==> config.mk <==
export PLATFORM = sky130hd
export DESIGN_NAME = sse_top
export DESIGN_NICKNAME = d
export VERILOG_FILES = /design/src/rtl/sse_pkg.sv /design/src/rtl/sse_mon_if.sv /design/src/rtl/sse_alive_mon.sv /design/src/rtl/sse_wwd_count.sv /design/src/rtl/sse_top.sv
export SDC_FILE = /design/constraint.sdc
export NUM_CORES = 1
export LEC_CHECK = 0
export BUFFER_PORTS_ARGS = -buffer_cell sky130_fd_sc_hd__buf_2
export CAP_MARGIN = 30
export CORE_MARGIN = 8
export CORE_UTILIZATION = 45
export DETAILED_ROUTE_END_ITERATION = 10
export PLACE_DENSITY = 0.77
export SETUP_SLACK_MARGIN = 0.4
export SYNTH_ARGS = -nofsm -noshare
export SYNTH_HDL_FRONTEND = slang
export SYNTH_HIERARCHICAL = 1
export SYNTH_SLANG_ARGS = --single-unit
export TNS_END_PERCENT = 1
==> constraint.sdc <==
create_clock -name clock -period 5.15 [get_ports clock]
set_input_delay 0.7725 -clock clock [delete_from_list [all_inputs] [get_ports clock]]
set_output_delay 0.7725 -clock clock [all_outputs]
set_load 0.03 [all_outputs]
==> src/rtl/sse_pkg.sv <==
package sse_pkg;

  // ************************************************************
  // time base
  // ************************************************************
  localparam int CLK_NS    = 100;               // 10 MHz system clock
  localparam int LF_DET_NS = 75000;             // missing/too long phase
  localparam int HF_DET_NS = 8000;              // too short phase
  localparam int TICK_US   = 100;               // slow enable period

  // longest time rounds down, least time rounds up
  localparam logic [9:0] LF_CYC   = 10'(LF_DET_NS / CLK_NS);
  localparam logic [9:0] HF_CYC   = 10'((HF_DET_NS + CLK_NS - 1) / CLK_NS);
  localparam logic [9:0] TICK_CYC = 10'(TICK_US * 1000 / CLK_NS);

  // recovery delay choices in microseconds
  localparam int REC0_US = 0;
  localparam int REC1_US = 1000;
  localparam int REC2_US = 2500;
  localparam int REC3_US = 5000;
  localparam int REC4_US = 10000;
  // inter-output delay choices in milliseconds
  localparam int SS2D0_MS = 0;
  localparam int SS2D1_MS = 10;
  localparam int SS2D2_MS = 50;
  localparam int SS2D3_MS = 100;
  localparam int SS2D4_MS = 250;

  // ************************************************************
  // register map
  // ************************************************************
  localparam logic [7:0] ADDR_CTRL = 8'h00;     // reaction configuration
  localparam logic [7:0] ADDR_WWD  = 8'h04;     // fail limit and count
  localparam logic [7:0] ADDR_STAT = 8'h08;     // safe state status
  localparam int CTRL_MODE_BIT = 0;             // 1 = recovery-delay reaction
  localparam int CTRL_REC_LSB  = 1;             // 3-bit recovery select
  localparam int CTRL_SS2_LSB  = 4;             // 3-bit inter-output select
  localparam int CTRL_REL_BIT  = 8;             // write 1 releases safe state
  localparam int WWD_CNT_LSB   = 8;             // fail count field
  localparam logic [3:0] WWD_LIMIT_RST = 4'h9;  // fail limit after reset
  localparam logic [3:0] WWD_CNT_MAX   = 4'hF;  // counter saturation

  // operating states in which the limit may change
  localparam logic [2:0] OPST_INIT   = 3'h1;
  localparam logic [2:0] OPST_NORMAL = 3'h2;
  localparam logic [2:0] OPST_WAKE   = 3'h3;

  typedef enum logic [1:0] {
    SSE_IDLE  = 2'b00,                          // outputs high
    SSE_RECOV = 2'b01,                          // recovery delay running
    SSE_DELAY = 2'b10,                          // primary low, secondary pending
    SSE_SAFE  = 2'b11                           // both low
  } sse_state_e;

  // recovery delay in slow ticks
  function automatic logic [11:0] rec_ticks(input logic [2:0] sel);
    case (sel)
      3'h0:    rec_ticks = 12'(REC0_US / TICK_US);
      3'h1:    rec_ticks = 12'(REC1_US / TICK_US);
      3'h2:    rec_ticks = 12'(REC2_US / TICK_US);
      3'h3:    rec_ticks = 12'(REC3_US / TICK_US);
      default: rec_ticks = 12'(REC4_US / TICK_US);
    endcase
  endfunction : rec_ticks

  // inter-output delay in slow ticks
  function automatic logic [11:0] ss2_ticks(input logic [2:0] sel);
    case (sel)
      3'h0:    ss2_ticks = 12'(SS2D0_MS * 1000 / TICK_US);
      3'h1:    ss2_ticks = 12'(SS2D1_MS * 1000 / TICK_US);
      3'h2:    ss2_ticks = 12'(SS2D2_MS * 1000 / TICK_US);
      3'h3:    ss2_ticks = 12'(SS2D3_MS * 1000 / TICK_US);
      default: ss2_ticks = 12'(SS2D4_MS * 1000 / TICK_US);
    endcase
  endfunction : ss2_ticks

endpackage : sse_pkg

==> src/rtl/sse_mon_if.sv <==
`timescale 1ns/1ps
interface sse_mon_if;
  logic       aliveLvl;   // synchronised alive input
  logic       errLevel;   // alive error present
  logic       errPulse;   // alive error newly detected
  logic       failEvt;    // invalid watchdog trigger
  logic       validTrig;  // valid watchdog trigger
  logic [3:0] limit;      // fail limit
  logic [3:0] failCnt;    // fail count
  logic       incIrq;     // count went up
  logic       overLimit;  // count at or above limit

  modport alive (input aliveLvl, output errLevel, errPulse);
  modport wwd   (input failEvt, validTrig, limit, output failCnt, incIrq, overLimit);
  modport top   (output aliveLvl, failEvt, validTrig, limit,
                 input errLevel, errPulse, failCnt, incIrq, overLimit);
endinterface : sse_mon_if

==> src/rtl/sse_alive_mon.sv <==
`timescale 1ns/1ps
module sse_alive_mon (
  input wire logic clock,
  input wire logic rstN,
  sse_mon_if.alive mon
);
  // ************************************************************
  // state
  // ************************************************************
  typedef struct packed {
    logic       prevLvl;   // level one cycle ago
    logic       seen;      // one edge seen since reset
    logic [9:0] phaseCnt;  // cycles in current phase
    logic       errLevel;  // error held
    logic       errPulse;  // error onset
  } sse_mon_s;

  sse_mon_s r;             // registered state
  sse_mon_s n;             // next state
  logic     edgeSeen;      // alive input changed

  assign edgeSeen     = mon.aliveLvl != r.prevLvl;
  assign mon.errLevel = r.errLevel;
  assign mon.errPulse = r.errPulse;

  // each phase is timed on its own, so duty cycle does not matter
  always_comb begin
    n          = r;
    n.errPulse = 1'b0;
    n.prevLvl  = mon.aliveLvl;
    if (edgeSeen) begin
      n.phaseCnt = 10'h000;
      n.seen     = 1'b1;
      if (r.seen && r.phaseCnt < sse_pkg::HF_CYC) begin
        n.errLevel = 1'b1;
        n.errPulse = !r.errLevel;
      end else if (r.phaseCnt < sse_pkg::LF_CYC) begin
        n.errLevel = 1'b0;  // a valid phase clears the error
      end
    end else if (r.phaseCnt != sse_pkg::LF_CYC) begin
      n.phaseCnt = r.phaseCnt + 10'h001;
      if (n.phaseCnt == sse_pkg::LF_CYC) begin
        n.errLevel = 1'b1;
        n.errPulse = !r.errLevel;
      end
    end
  end

  // state register
  always_ff @(posedge clock or negedge rstN) begin
    if (!rstN) begin
      r <= '0;
    end else begin
      r <= n;
    end
  end
endmodule : sse_alive_mon

==> src/rtl/sse_wwd_count.sv <==
`timescale 1ns/1ps
module sse_wwd_count (
  input wire logic clock,
  input wire logic rstN,
  sse_mon_if.wwd   mon
);
  // ************************************************************
  // state
  // ************************************************************
  typedef struct packed {
    logic [3:0] cnt;     // fail count
    logic       incIrq;  // count rose last edge
  } sse_wwd_s;

  sse_wwd_s   r;         // registered state
  sse_wwd_s   n;         // next state
  logic [4:0] sum;       // widened for saturation

  assign mon.failCnt   = r.cnt;
  assign mon.incIrq    = r.incIrq;
  assign mon.overLimit = r.cnt >= mon.limit;

  // +2 on fail, -1 on valid, floor at zero, saturate at top
  always_comb begin
    sum = {1'b0, r.cnt};
    if (mon.failEvt) begin
      sum = sum + 5'h02;
    end
    if (mon.validTrig && sum != 5'h00) begin
      sum = sum - 5'h01;
    end
    n.cnt    = (sum > {1'b0, sse_pkg::WWD_CNT_MAX}) ? sse_pkg::WWD_CNT_MAX : sum[3:0];
    n.incIrq = n.cnt > r.cnt;
  end

  // state register
  always_ff @(posedge clock or negedge rstN) begin
    if (!rstN) begin
      r <= '0;
    end else begin
      r <= n;
    end
  end
endmodule : sse_wwd_count

==> src/rtl/sse_top.sv <==
// Register access over APB and the address map were decided locally.
`timescale 1ns/1ps
// How it works
// - no edge past long limit flags error
// - edge-to-edge under short limit flags error
// - high and low phases timed separately
// - any too-short single phase is error
// - immediate mode drops primary output at once
// - secondary follows primary after programmed delay
// - recovery mode raises interrupt, starts delay
// - error still present at expiry enters safe
// - valid toggling before expiry keeps outputs high
// - soft reset fall: primary now, secondary delayed
// - hard reset fall: both outputs low together
// - fail counter plus two, minus one
// - interrupt only when fail counter rises
// - fail counter never below zero
// - limit writable only in init, normal, wake
// - count at or above limit enters safe
// - long detection time within 50.1-99.9 us
// - short detection time within 5.2-11.1 us
// - recovery delay 0, 1, 2.5, 5, 10 ms
module sse_top #(
  parameter logic [9:0] TICK_CYCLES = sse_pkg::TICK_CYC  // slow tick period in clocks
) (
  input  wire logic        clock,
  input  wire logic        rst_n,
  input  wire logic        aliveIn,              // toggling alive pin, asynchronous
  input  wire logic        resetOutputLine,      // reset output line, same clock
  input  wire logic        resetIsError,         // line fall was error triggered
  input  wire logic        resetIsHard,          // line fall is a hard reset
  input  wire logic        wwdFailEvent,         // invalid window watchdog trigger
  input  wire logic        wwdValidTrig,         // valid window watchdog trigger
  input  wire logic [2:0]  opState,              // device operating state
  input  wire logic        psel,
  input  wire logic        penable,
  input  wire logic        pwrite,
  input  wire logic [7:0]  paddr,
  input  wire logic [31:0] pwdata,
  output logic      [31:0] prdata,
  output logic             pready,
  output logic             pslverr,
  output logic             safeStateOutPrimaryN,
  output logic             safeStateOutSecondaryN,
  output logic             irqAliveErr,          // recovery delay started
  output logic             irqWwdInc             // fail count rose
);
  // ************************************************************
  // reset release
  // ************************************************************
  logic [1:0] rstPipe;   // release synchroniser
  logic       rstSyncN;  // reset used by all other logic

  // assert at once, release after two edges
  always_ff @(posedge clock or negedge rst_n) begin
    if (!rst_n) begin
      rstPipe <= 2'h0;
    end else begin
      rstPipe <= {rstPipe[0], 1'b1};
    end
  end
  assign rstSyncN = rstPipe[1];

  // ************************************************************
  // state
  // ************************************************************
  typedef struct packed {
    logic                aliveMeta;  // first sync stage
    logic                aliveSync;  // second sync stage
    logic                rotPrev;    // reset line one cycle ago
    logic [9:0]          divCnt;     // slow tick divider
    logic                tick;       // slow enable pulse
    sse_pkg::sse_state_e st;         // reaction state
    logic [11:0]         tmr;        // recovery or inter-output timer
    logic                reactRec;   // recovery-delay reaction selected
    logic [2:0]          recSel;     // recovery delay choice
    logic [2:0]          ss2Sel;     // inter-output delay choice
    logic [3:0]          limit;      // fail limit
    logic                pready;     // bus answer
    logic [31:0]         prdata;     // read data
    logic                pslverr;    // unmapped address
    logic                ss1N;       // primary safe output
    logic                ss2N;       // secondary safe output
    logic                irqAlive;   // recovery start pulse
  } sse_top_s;

  sse_top_s  r;           // registered state
  sse_top_s  n;           // next state
  sse_mon_if mon ();      // monitor and counter link

  logic        access;    // access phase waiting for answer
  logic        commit;    // write takes effect this edge
  logic        releaseHit;// software releases safe state
  logic        limitWr;   // limit write allowed and present
  logic        stateOk;   // operating state permits limit change
  logic        rotFall;   // error triggered reset line fall
  logic        hardTrig;  // hard reset fall
  logic        softTrig;  // soft reset fall
  logic        safeTrig;  // immediate safe state cause other than hard reset
  logic [11:0] ss2Dly;    // chosen inter-output delay

  // ************************************************************
  // submodules
  // ************************************************************
  assign mon.aliveLvl  = r.aliveSync;
  assign mon.failEvt   = wwdFailEvent;
  assign mon.validTrig = wwdValidTrig;
  assign mon.limit     = r.limit;

  sse_alive_mon uAlive (
    .clock (clock),
    .rstN  (rstSyncN),
    .mon   (mon.alive)
  );

  sse_wwd_count uWwd (
    .clock (clock),
    .rstN  (rstSyncN),
    .mon   (mon.wwd)
  );

  // ************************************************************
  // decode
  // ************************************************************
  assign access     = psel && penable && !r.pready;
  assign commit     = psel && penable && r.pready && pwrite && !r.pslverr;
  assign releaseHit = commit && paddr == sse_pkg::ADDR_CTRL && pwdata[sse_pkg::CTRL_REL_BIT];
  assign stateOk    = opState == sse_pkg::OPST_INIT || opState == sse_pkg::OPST_NORMAL
                      || opState == sse_pkg::OPST_WAKE;
  assign limitWr    = commit && paddr == sse_pkg::ADDR_WWD && stateOk;
  assign rotFall    = r.rotPrev && !resetOutputLine && resetIsError;
  assign hardTrig   = rotFall && resetIsHard;
  assign softTrig   = rotFall && !resetIsHard;
  // immediate causes; in recovery mode alive errors wait instead
  assign safeTrig   = softTrig || mon.overLimit || (mon.errPulse && !r.reactRec);
  assign ss2Dly     = sse_pkg::ss2_ticks(r.ss2Sel);

  // ************************************************************
  // next state
  // ************************************************************
  always_comb begin
    n           = r;
    n.aliveMeta = aliveIn;
    n.aliveSync = r.aliveMeta;
    n.rotPrev   = resetOutputLine;
    n.irqAlive  = 1'b0;
    // slow tick; timer resolution is one tick, well inside time base tolerance
    n.tick      = r.divCnt == TICK_CYCLES - 10'h001;
    n.divCnt    = n.tick ? 10'h000 : r.divCnt + 10'h001;

    // apb: one wait state, answer registered
    n.pready = access;
    if (access) begin
      n.pslverr = 1'b0;
      unique case (paddr)
        sse_pkg::ADDR_CTRL: begin
          n.prdata = {25'h0, r.ss2Sel, r.recSel, r.reactRec};
        end
        sse_pkg::ADDR_WWD: begin
          n.prdata = {20'h0, mon.failCnt, 4'h0, r.limit};
        end
        sse_pkg::ADDR_STAT: begin
          n.prdata = {26'h0, mon.overLimit, mon.errLevel, r.st, r.ss2N, r.ss1N};
        end
        default: begin
          n.prdata  = 32'h0000_0000;  // unmapped reads zero with error
          n.pslverr = 1'b1;
        end
      endcase
    end
    if (commit && paddr == sse_pkg::ADDR_CTRL) begin
      n.reactRec = pwdata[sse_pkg::CTRL_MODE_BIT];
      n.recSel   = pwdata[sse_pkg::CTRL_REC_LSB +: 3];
      n.ss2Sel   = pwdata[sse_pkg::CTRL_SS2_LSB +: 3];
    end
    if (limitWr) begin
      n.limit = pwdata[3:0];
    end

    // reaction sequencer
    unique case (r.st)
      sse_pkg::SSE_IDLE: begin
        if (safeTrig) begin
          n.st  = (ss2Dly == 12'h000) ? sse_pkg::SSE_SAFE : sse_pkg::SSE_DELAY;
          n.tmr = ss2Dly;
        end else if (mon.errPulse) begin
          n.st       = sse_pkg::SSE_RECOV;
          n.tmr      = sse_pkg::rec_ticks(r.recSel);
          n.irqAlive = 1'b1;
        end
      end
      sse_pkg::SSE_RECOV: begin
        if (safeTrig || (r.tmr == 12'h000 && mon.errLevel)) begin
          n.st  = (ss2Dly == 12'h000) ? sse_pkg::SSE_SAFE : sse_pkg::SSE_DELAY;
          n.tmr = ss2Dly;
        end else if (r.tmr == 12'h000) begin
          n.st = sse_pkg::SSE_IDLE;
        end else if (r.tick) begin
          n.tmr = r.tmr - 12'h001;
        end
      end
      sse_pkg::SSE_DELAY: begin
        if (r.tmr == 12'h000) begin
          n.st = sse_pkg::SSE_SAFE;
        end else if (r.tick) begin
          n.tmr = r.tmr - 12'h001;
        end
      end
      sse_pkg::SSE_SAFE: begin
        // a count still at or above limit, or a new trigger this cycle, keeps the outputs low
        if (releaseHit && !safeTrig) begin
          n.st = sse_pkg::SSE_IDLE;
        end
      end
    endcase
    // hard reset: regulator is off, both drop together
    if (hardTrig) begin
      n.st = sse_pkg::SSE_SAFE;
    end
    n.ss1N = !(n.st == sse_pkg::SSE_DELAY || n.st == sse_pkg::SSE_SAFE);
    n.ss2N = n.st != sse_pkg::SSE_SAFE;
  end

  // ************************************************************
  // state register
  // ************************************************************
  always_ff @(posedge clock or negedge rstSyncN) begin
    if (!rstSyncN) begin
      r          <= '0;
      r.st       <= sse_pkg::SSE_IDLE;
      r.limit    <= sse_pkg::WWD_LIMIT_RST;
      r.rotPrev  <= 1'b1;
      r.ss1N     <= 1'b1;
      r.ss2N     <= 1'b1;
    end else begin
      r <= n;
    end
  end

  assign prdata                 = r.prdata;
  assign pready                 = r.pready;
  assign pslverr                = r.pslverr;
  assign safeStateOutPrimaryN   = r.ss1N;
  assign safeStateOutSecondaryN = r.ss2N;
  assign irqAliveErr            = r.irqAlive;
  assign irqWwdInc              = mon.incIrq;
endmodule : sse_top

==> metrics.yaml, run 1 <==
routing:
  via_count: 4000
  avgViaCountPerCell: 5.81
  detail-route-antenna-nets: 0
  drc: 0
  drt-initial-drc-count: 331
  wl_per_cell_um: 16.3
  drt-total-wl_um: 11200
  first_pass_iters: 5
timing:
  final-setup-viol-count: 0
  final_max_slew_viol_count: 0
  relSlewSlack_pct: 30.9
  final.period_utilization_pct: 62.5
  period_needed_ns: 3.22
  rsz0062_at_grt: "false"
  max_slew.worst_pin.slew_ns: 1.04
  max_freq_mhz: 310
  hold_viol_final: 0
  finClkSkew_ns: 0.0132
  setup_tns_ns: 0
global_route:
  grt_pass1_vias: 3854
  overflow: 0
  grt_pass1_wl_um: 18700
  grtUsageMet3_pct: 3.17
  grt_max_degree: 75
  busiest_layer: "met2"
  track_usage_pct: 15.6
  antenna_found_initial: 0
  use_met2_pct: 25.3
  met1_usage_pct: 20.1
finish:
  layout_commonest_cell: "dfrtp_1"
  final_cell_mix: "dfrtp_1, buf_2, nor2_1"
  utilization_pct: 49.3
  drive_above_1_share_pct: 20.1
  syn_to_final_growth_pct: 8.31
  fin_nets: 614
  antenna_cells: 0
yosys:
  synth_top_area_share_pct: 36.3
  ys_warn_count: 6
  synth.yosys.seq_area_share_pct: 39.0
  synthesis.area_sq_mm: 0.00489
  yosysUniqueCellTypes: 81
  netlist_instances: 514
  async_reset_ff_share_pct: 100
  synth_edf_count: 0
  synthTopCellsByArea: "dfrtp_1, buf_4, ha_1"
  synth_ff_type: "dfrtp_1"
  synth.avg_cell_area_sq_um: 9.52
  synth_top_cell_by_area: "dfrtp_1"
  ys_seq_elements: 76
place:
  hpwl_um: 8270
  port-buffer-count: 46
  gp_congestion: 0.938
worst_setup_path:
  crit_required_ns: 5.37
  reg2reg_slack_ns: 1.93
  critPathCaptureType: "flop"
  crit_type: "flop to flop"
  startpoint_type: "flop"
  cp_data_arrival_time_ns: 3.44
  r2r-end: "r[60]"
  rr_startpoint: "uWwd/mon.failCnt[0]"
  worst-path-max-fanout: 15
  reg2regPathDepth: 10
floorplan:
  die_area_sq_mm: 0.0145
  core_sq_mm: 0.0107
  die_h_um: 120
  die_w_um: 120
  io-pin-count: 92
  fp-row-count: 38
  start_util_pct: 45.6
flow_run:
  maxCapViolations: 0
clock_network:
  cts_tree: "built"
  numCtsBuffers: 9
  clockBufferDepth: 2
  cts_setup_buffers: 0
  cts_root_buf: "clkbuf_8"
  cts_resized: 0
  htreeDepth: 3
  clk_pin_slew_ns: 0.09
  cts_sinks: 76
  clk-insertion-delay-late_ns: 0.35
  ctsHoldBuffers: 0
outcome:
  run_status: "finished, final reports clean"
power:
  power_leakage_nw: 2.40
  power_density_mw_per_mm2: 462
  peakVddDrop_mv: 0.190
  total_power_w: 0.00245
min_path:
  hold_path.class: "flop to async pin"
==> worst max-delay path, stage by stage (launching register included) <==
cell,delay [ns]
dfrtp_1,0.41
inv_1,0.15
ha_1,0.25
nand2b_1,0.14
a21o_1,0.17
a21o_1,0.17
a21o_1,0.27
or3_1,0.62
o211ai_1,0.27
o21ai_1,0.11
or4_1,0.54
==> stage by stage <==
stage	setup WS, ns	instance area, sq um	instances	hold WS (ns)
3_3_place_gp	2.01	5050	670	0.338
2_1_floorplan	2.33	4970	534	0.331
6_report	1.93	5300	688	0.132
5_1_grt	1.72	5300	688	0.139
3_5_place_dp	1.99	5060	671	0.341
4_1_cts	1.96	5270	687	0.170
==> cell families after synthesis <==
group	Yosys count	synth area share, %
buf+inv	72	8.33
fa+ha+maj	17	4.35
flops	76	39.0
xor+xnor	21	3.76
mux	22	4.86
compound gates	130	19.0
other cells	2	0.153
simple gates	174	20.6
==> synth_stat cells, drive strengths merged (3+ instances only) <==
cell,count
nand4,4
nor3,15
nor4b,4
or3,3
ha,17
a21o,8
dfstp,5
o41ai,6
o211ai,9
a21boi,3
a21oi,24
nand3b,4
nand2,30
nor2b,6
nand3,21
nand2b,9
a31oi,4
a22o,10
nor4,8
dfrtp,71
and2,4
o22ai,4
xnor2,12
o21ai,30
a211oi,3
buf,39
or4,3
nor2,37
and4,3
and3,9
xor2,9
clkbuf,12
inv,21
mux2,14
o31ai,6
a221oi,3
mux2i,8
==> power breakdown <==
group / internal [W] / switching, W
Sequential: 0.000684 / 0.000126
Clock: 0.000273 / 0.000230
Combinational: 0.000427 / 0.000709
==> cell type report <==
type	count	area (sq um)
inverter	21	78.8
sequential	76	1910
multi-input combinational	386	2650
fill	994	5440
clock inverter	6	86.3
timing repair buffer	49	270
clock buffer	10	128
tap	140	175
==> how the worst max path moves through the flow <==
| stage | slack, ns | endpoint | depth (start not counted) | from |
|---|---|---|---|---|
| after floorplan | 2.33 | r[60] | 10 | mon.limit[0] |
| after global placement | 2.01 | r[60] | 10 | uWwd/mon.failCnt[0] |
| after detailed placement | 1.99 | r[60] | 10 | uWwd/mon.failCnt[0] |
| after CTS | 1.96 | r[60] | 10 | uWwd/mon.failCnt[0] |
| after global routing | 1.72 | r[51] | 10 | uWwd/mon.failCnt[0] |
| final | 1.93 | r[60] | 10 | uWwd/mon.failCnt[0] |
==> layer usage <==
| metal | wire length, um | up-vias |
|---|---|---|
| met4 | 158 | 0 |
| met2 | 5400 | 167 |
| li1 | - | 1884 |
| met1 | 4840 | 1936 |
| met3 | 834 | 13 |
| met5 | 0 | - |
==> state kept, by name (all words and copies together) (netlist names) <==
name,count
n,1
uWwd/mon.incIrq,1
pready,1
uAlive/mon.errPulse,1
pslverr,1
mon.aliveLvl,1
safeStateOutSecondaryN,1
uAlive/r,12
uWwd/mon.failCnt,4
prdata,11
uAlive/mon.errLevel,1
safeStateOutPrimaryN,1
mon.limit,4
r,33
rstPipe,2
irqAliveErr,1
(Power assumes the default switching activity.)
==> run 2, diff against run 1 <==
--- a/config.mk
+++ b/config.mk
@@ -5,6 +5,7 @@
 export SDC_FILE = /design/constraint.sdc
 export NUM_CORES = 1
 export LEC_CHECK = 0
+export ABC_AREA = 1
 export BUFFER_PORTS_ARGS = -buffer_cell sky130_fd_sc_hd__buf_2
 export CAP_MARGIN = 30
 export CORE_MARGIN = 8
==> constraint.sdc (replaced) <==
create_clock -name clock -period 3.1 [get_ports clock]
set_input_delay 0.465 -clock clock [delete_from_list [all_inputs] [get_ports clock]]
set_output_delay 0.465 -clock clock [all_outputs]
set_load 0.03 [all_outputs]
==> metrics.yaml, run 2 <==
outcome:
  run_status: "finished, final reports clean"  # unchanged
timing:
  rsz0062_at_grt: "false"  # unchanged
  max_freq_mhz: 415  # was 310 MHz
  period_needed_ns: 2.41  # was 3.22 ns
  setup_tns_ns: 0  # unchanged
  final.period_utilization_pct: 77.7  # was 62.5%
  hold_viol_final: 0  # unchanged
  finClkSkew_ns: 0.00685  # was 0.0132 ns
  final-setup-viol-count: 0  # unchanged
  whs_ns: 0.215  # was 0.132 ns
  postLayoutSetupSlackWorst_ns: 0.691  # was 1.93 ns
  final_max_slew_viol_count: 0  # unchanged
  max_slew.worst_pin.slew_ns: 0.510  # was 1.04 ns
  relSlewSlack_pct: 66.0  # was 30.9%
power:
  peakVddDrop_mv: 0.352  # was 0.190 mV
  power_density_mw_per_mm2: 692  # was 462 mW/mm^2
  power_leakage_nw: 2.72  # was 2.40 nW
global_route:
  grtUsageMet3_pct: 3.26  # was 3.17%
  grt_max_degree: 75  # unchanged
  track_usage_pct: 15.4  # was 15.6%
  busiest_layer: "met2"  # unchanged
  antenna_found_initial: 0  # unchanged
  overflow: 0  # unchanged
  grt_pass1_vias: 4087  # was 3,854
  use_met2_pct: 24.9  # was 25.3%
  met1_usage_pct: 20.1  # about the same
  grt_pass1_wl_um: 18600  # was 18,700 um
floorplan:
  die_w_um: 121  # was 120 um
  start_util_pct: 45.8  # was 45.6%
  die_area_sq_mm: 0.0145  # about the same
  core_sq_mm: 0.0107  # unchanged
  die_h_um: 121  # was 120 um
  io-pin-count: 92  # unchanged
  fp-row-count: 38  # unchanged
yosys:
  synth_top_area_share_pct: 36.1  # was 36.3%
  synth_top_cell_by_area: "dfrtp_1"  # unchanged
  synthXorXnorAreaFrac_pct: 1.25  # was 3.76%
  ys_warn_count: 6  # unchanged
  synthesis.area_sq_mm: 0.00492  # was 0.00489 sq mm
  synthTopCellsByArea: "dfrtp_1, nand2_1, inv_1"  # was dfrtp_1, buf_4, ha_1
  synth.yosys.seq_area_share_pct: 38.8  # was 39.0%
  synth.most_common_cell: "nand2_1"  # was dfrtp_1
  ys_seq_elements: 76  # unchanged
  synth_edf_count: 0  # unchanged
  synth.avg_cell_area_sq_um: 7.19  # was 9.52 sq um
  async_reset_ff_share_pct: 100  # unchanged
  synth_top_family_by_area: "simple AND/OR/NAND/NOR gates"  # unchanged
  netlist_instances: 684  # was 514
  ys_top_cells_by_count: "nand2_1, inv_1, nor2_1"  # was dfrtp_1, nor2_1, buf_4
  synth_compound_area_share_pct: 8.67  # was 19.0%
  synthSimpleGateAreaFrac_pct: 34.2  # was 20.6%
  yosysUniqueCellTypes: 41  # was 81
  muxShareOfSynthArea_pct: 0  # was 4.86%
  synth_ff_type: "dfrtp_1"  # unchanged
  synthAdderAreaFrac_pct: 4.32  # was 4.35%
place:
  port-buffer-count: 46  # unchanged
  placed_cell_area_sq_mm: 0.00513  # was 0.00506 sq mm
  post-place-ws_ns: 0.553  # was 1.99 ns
  gp_congestion: 0.891  # was 0.938
  hpwl_um: 8110  # was 8270 um
clock_network:
  cts_root_buf: "clkbuf_8"  # unchanged
  clockBufferDepth: 2  # unchanged
  htreeDepth: 3  # unchanged
  clk_pin_slew_ns: 0.08  # was 0.09 ns
  cts_tree: "built"  # unchanged
  cts_sinks: 76  # unchanged
  clk-insertion-delay-late_ns: 0.35  # about the same
  numCtsBuffers: 9  # unchanged
worst_setup_path:
  path_buf_inv: 4  # was 1
  crit_required_ns: 3.35  # was 5.37 ns
  worst-path-max-fanout: 6  # was 15
  cpPeakStageDelay_ns: 0.45  # was 0.62 ns
  critPathCaptureType: "flop"  # unchanged
  path_delay_family: "simple AND/OR/NAND/NOR gates"  # unchanged
  cp_cell_sequence: "nand2_1, clkinv_1, nor2_1, inv_1, ha_1, inv_1, nor2_4, nand3_2, nand2_4, inv_4, nand2_1, o21ai_1, nand2_1, ha_1, nand3_1, nor2_1, nor2_1, nand2_1, nand2_1, nand2_1"  # was inv_1, ha_1, nand2b_1, a21o_1, a21o_1, a21o_1, or3_1, o211ai_1, o21ai_1, or4_1
  startpoint_type: "flop"  # unchanged
  cp_data_arrival_time_ns: 2.66  # was 3.44 ns
  worst_path_max_delay_cell: "dfrtp_1"  # was or3_1
  crit_type: "flop to flop"  # unchanged
  crit_path_frequent_cell: "nand2_1"  # was a21o_1
routing:
  avgViaCountPerCell: 4.86  # was 5.81
  first_pass_iters: 4  # was 5
  wl_per_cell_um: 12.3  # was 16.3 um
  via_count: 4223  # was 4,000
  drt-initial-drc-count: 271  # was 331
  drc: 0  # unchanged
  detail-route-antenna-nets: 0  # unchanged
  drt-total-wl_um: 10700  # was 11,200 um
finish:
  drive_above_1_share_pct: 15.9  # was 20.1%
  largest_reg_flops: 33  # unchanged
  final_cell_mix: "nand2_1, inv_1, nor2_1"  # was dfrtp_1, buf_2, nor2_1
  design_area_sq_mm: 0.00534  # was 0.00530 sq mm
  antenna_cells: 0  # unchanged
  syn_to_final_growth_pct: 8.59  # was 8.31%
  top_register: "r"  # unchanged
  fin_nets: 795  # was 614
  layout_commonest_cell: "nand2_1"  # was dfrtp_1
  nFillCells: 1076  # was 994
flow_run:
  maxCapViolations: 0  # unchanged
min_path:
  hold_path.class: "input pin to flop"  # was flop to async pin
## run 2: final cells by class
class                           count  area, sq um  area share, %
Clock buffer                       12          145           2.72
Clock inverter                      4         27.5          0.515
Inverter                           89          337           6.30
Multi-Input combinational cell    498         2460           46.1
Sequential cell                    76         1910           35.8
Tap cell                          140          175           3.28
Timing Repair Buffer               50          283           5.29
## run 2: power breakdown
group          internal, W  switching, W  total (W)
combinational     0.000574       0.00112    0.00169
sequential         0.00116      0.000166    0.00132
clock             0.000312      0.000367   0.000679
total              0.00204       0.00165    0.00370
## run 2: path summary, 6_finish.rpt
kind,startpoint,endpoint,slack (ns),cells after the start
min,aliveIn,n[74],0.22,1
max in group asynchronous,rstPipe[1],mon.limit[3],2.23,1
min in group asynchronous,rstPipe[1],uAlive/r[9],0.25,0
max reg2reg,uWwd/mon.failCnt[1],uWwd/mon.incIrq,0.69,20
min reg2reg,rstPipe[1],uAlive/r[9],0.25,0
max,uWwd/mon.failCnt[1],uWwd/mon.incIrq,0.69,20
## run 2: routing by layer
metal / vias up / part of all wire [%]
met5: - / 0
met4: 0 / 1.1
met3: 12 / 5.4
met2: 84 / 47
met1: 1920 / 47
li1: 2207 / -
## run 2: cells by family (layout without fill, tap and decap cells)
family,after synthesis,in the layout
AND/OR/NAND/NOR,374,374
buffers and inverters,130,155
AO/OA/AOI/OAI,78,78
flip-flops,76,76
adder cells (fa/ha/maj),17,17
XOR/XNOR,7,7
other,2,22
## run 2: per-stage QoR
step                total power (W)  std cells  utilization, %
finish                      0.00370        869            49.7
global route                0.00406        869            49.7
CTS                         0.00371        868            49.5
detailed placement          0.00303        851            47.8
global placement            0.00300        851            47.8
floorplan                   0.00266        704               -
## run 2: worst reg2reg max path, delay by kind of cell (launching register included)
kind | cells | cell delay [ns]
buffers and inverters | 4 | 0.31
and+or+nand+nor | 13 | 1.02
DFF | 1 | 0.45
adders and majority gates | 2 | 0.47
AOI/OAI and AO/OA | 1 | 0.06
## run 2: repair_timing
action                                  in CTS  in global routing
endpoints found under the setup margin       0                  0
setup buffers                                0                  0
gates resized for setup                      0                  0
hold buffers                                 1                  0
endpoints found under the hold margin        2                  0
==> run 3, diff against run 2 <==
==> constraint.sdc (replaced) <==
create_clock -name clock -period 2.45 [get_ports clock]
set_input_delay 0.3675 -clock clock [delete_from_list [all_inputs] [get_ports clock]]
set_output_delay 0.3675 -clock clock [all_outputs]
set_load 0.03 [all_outputs]
==> metrics.yaml, run 3 (synthesized netlist as in run 2, its figures left out) <==
routing:
  wl_per_cell_um: 13.2  # was 12.3 um
  routed.top_layer: "met4"  # unchanged
  wl_met2_um: 5810  # was 4990 um
  drt-total-wl_um: 11700  # was 10,700 um
  dr_wl_met3_um: 658  # was 570 um
  via_count: 4472  # was 4,223
  drt-initial-drc-count: 317  # was 271
  avgViaCountPerCell: 5.05  # was 4.86
  drc: 0  # unchanged
  wl_met1_um: 4970  # was 4980 um
  first_pass_iters: 5  # was 4
  detail-route-antenna-nets: 0  # unchanged
finish:
  nFillCells: 1062  # was 1,076
  stdcell_count: 886  # was 869
  seqCellArea_sq_mm: 0.00191  # about the same
  final_cell_mix: "nand2_1, inv_1, nor2_1"  # unchanged
  drive_above_1_share_pct: 21.3  # was 15.9%
  utilization_pct: 52.3  # was 49.7%
  fin_nets: 812  # was 795
  syn_to_final_growth_pct: 14.2  # was 8.59%
  layout_commonest_cell: "nand2_1"  # unchanged
  antenna_cells: 0  # unchanged
  multi_input_area_sq_mm: 0.00262  # was 0.00246 sq mm
  largest_reg_flops: 33  # unchanged
  top_register: "r"  # unchanged
  design_area_sq_mm: 0.00562  # was 0.00534 sq mm
power:
  power_leakage_nw: 2.81  # was 2.72 nW
  peakVddDrop_mv: 0.487  # was 0.352 mV
  power_density_mw_per_mm2: 940  # was 692 mW/mm^2
worst_setup_path:
  rr_startpoint: "uWwd/mon.failCnt[1]"  # unchanged
  startpoint_type: "flop"  # unchanged
  crit_type: "flop to flop"  # unchanged
  crit_required_ns: 2.70  # was 3.35 ns
  cp_data_arrival_time_ns: 2.53  # was 2.66 ns
  crit_path_frequent_cell: "nand2_1"  # unchanged
  cpPeakStageDelay_ns: 0.50  # was 0.45 ns
  worst-path-max-fanout: 6  # unchanged
  cp_cell_sequence: "nand2_2, inv_4, nor2_4, inv_2, ha_4, inv_4, nor2_4, buf_4, buf_4, a21oi_2, nand2_2, ha_4, nand2_1, inv_1, o21ai_1, nand2_1, nand2_1, nand2_1"  # was nand2_1, clkinv_1, nor2_1, inv_1, ha_1, inv_1, nor2_4, nand3_2, nand2_4, inv_4, nand2_1, o21ai_1, nand2_1, ha_1, nand3_1, nor2_1, nor2_1, nand2_1, nand2_1, nand2_1
  reg2reg_slack_ns: 0.17  # was 0.69 ns
  startpoint: "uWwd/mon.failCnt[1]"  # unchanged
  critPathCaptureType: "flop"  # unchanged
  worst_path_max_delay_cell: "dfrtp_2"  # was dfrtp_1
clock_network:
  clk-insertion-delay-late_ns: 0.35  # about the same
  cts_sinks: 76  # unchanged
  cts_root_buf: "clkbuf_8"  # unchanged
  clk_pin_slew_ns: 0.09  # was 0.08 ns
  cts_tree: "built"  # unchanged
  numCtsBuffers: 9  # unchanged
  htreeDepth: 3  # unchanged
  clockBufferDepth: 2  # unchanged
place:
  hpwl_um: 8480  # was 8110 um
  gp_congestion: 0.919  # was 0.891
  dp_cells: 858  # was 851
  placed_cell_area_sq_mm: 0.00520  # was 0.00513 sq mm
  post-place-ws_ns: 0.0772  # was 0.553 ns
  port-buffer-count: 46  # unchanged
floorplan:
  fp-row-count: 38  # unchanged
  io-pin-count: 92  # unchanged
  core_sq_mm: 0.0107  # unchanged
  die_h_um: 121  # unchanged
  start_util_pct: 45.8  # unchanged
  die_w_um: 121  # unchanged
  die_area_sq_mm: 0.0145  # unchanged
timing:
  max_freq_mhz: 439  # was 415 MHz
  period_needed_ns: 2.28  # was 2.41 ns
  final_max_slew_viol_count: 0  # unchanged
  rsz0062_at_grt: "true"  # was false
  postLayoutSetupSlackWorst_ns: 0.170  # was 0.691 ns
  setup_tns_ns: 0  # unchanged
  final.period_utilization_pct: 93.1  # was 77.7%
  final-setup-viol-count: 0  # unchanged
  hold_viol_final: 0  # unchanged
  finClkSkew_ns: 0.00612  # was 0.00685 ns
flow_run:
  maxCapViolations: 0  # unchanged
global_route:
  grt_max_degree: 39  # was 75
  antenna_found_initial: 0  # unchanged
  grt_pass1_vias: 4313  # was 4,087
  grt_pass1_wl_um: 19400  # was 18,600 um
  track_usage_pct: 16.1  # was 15.4%
  overflow: 0  # unchanged
min_path:
  hold_path.class: "input pin to flop"  # unchanged
  worstHoldStart: "aliveIn"  # unchanged
outcome:
  run_status: "finished, final reports clean"  # unchanged
==> run 3: cell type report <==
type | instances | share of cell area (%)
repair buffers | 67 | 7.17
multi-input cells | 498 | 46.6
inverters | 89 | 6.08
clock inverters | 5 | 0.668
flip-flops and latches | 76 | 34.0
well taps | 140 | 3.12
clock buffers | 11 | 2.34
==> run 3: repair_timing <==
action,in CTS,in global routing
pin swaps,11,22
hold endpoints to repair,2,0
gates resized for setup,22,18
endpoints found under the setup margin,17,18
setup buffers,7,4
hold buffers,1,0
==> run 3: metal layers <==
layer  track usage [%]  vias up
li1                  -     2243
met1              19.5     2078
met2              27.3      128
met3              3.31       23
met4              6.40        0
met5                 0        -
==> run 3: power breakdown <==
part | internal [W] | leakage [nW] | switching, W
Clock | 0.000373 | 0.0799 | 0.000500
Sequential | 0.00147 | 0.952 | 0.000219
Combinational | 0.00104 | 1.78 | 0.00168
==> run 3: critical path: cells and delay by family (launching register included) <==
family	cells	cell delay, ns
AO/OA/AOI/OAI	2	0.24
flip-flops	1	0.50
adder cells (fa/ha/maj)	2	0.42
buffers and inverters	6	0.45
AND/OR/NAND/NOR	8	0.57
==> run 3: worst paths after layout <==
check	to	cells after the start
min in group asynchronous	mon.aliveLvl	0
setup reg to reg	uWwd/mon.incIrq	18
setup / recovery	uWwd/mon.incIrq	18
max in group asynchronous	mon.limit[3]	1
hold / removal	n[74]	1
hold reg to reg	mon.aliveLvl	0
==> run 3: through the flow <==
step / power [W] / hold slack, ns
detailed placement: 0.00394 / 0.155
finish: 0.00528 / 0.115
global route: 0.00571 / 0.101
global placement: 0.00388 / 0.154
CTS: 0.00504 / 0.105
floorplan: 0.00336 / 0.0719
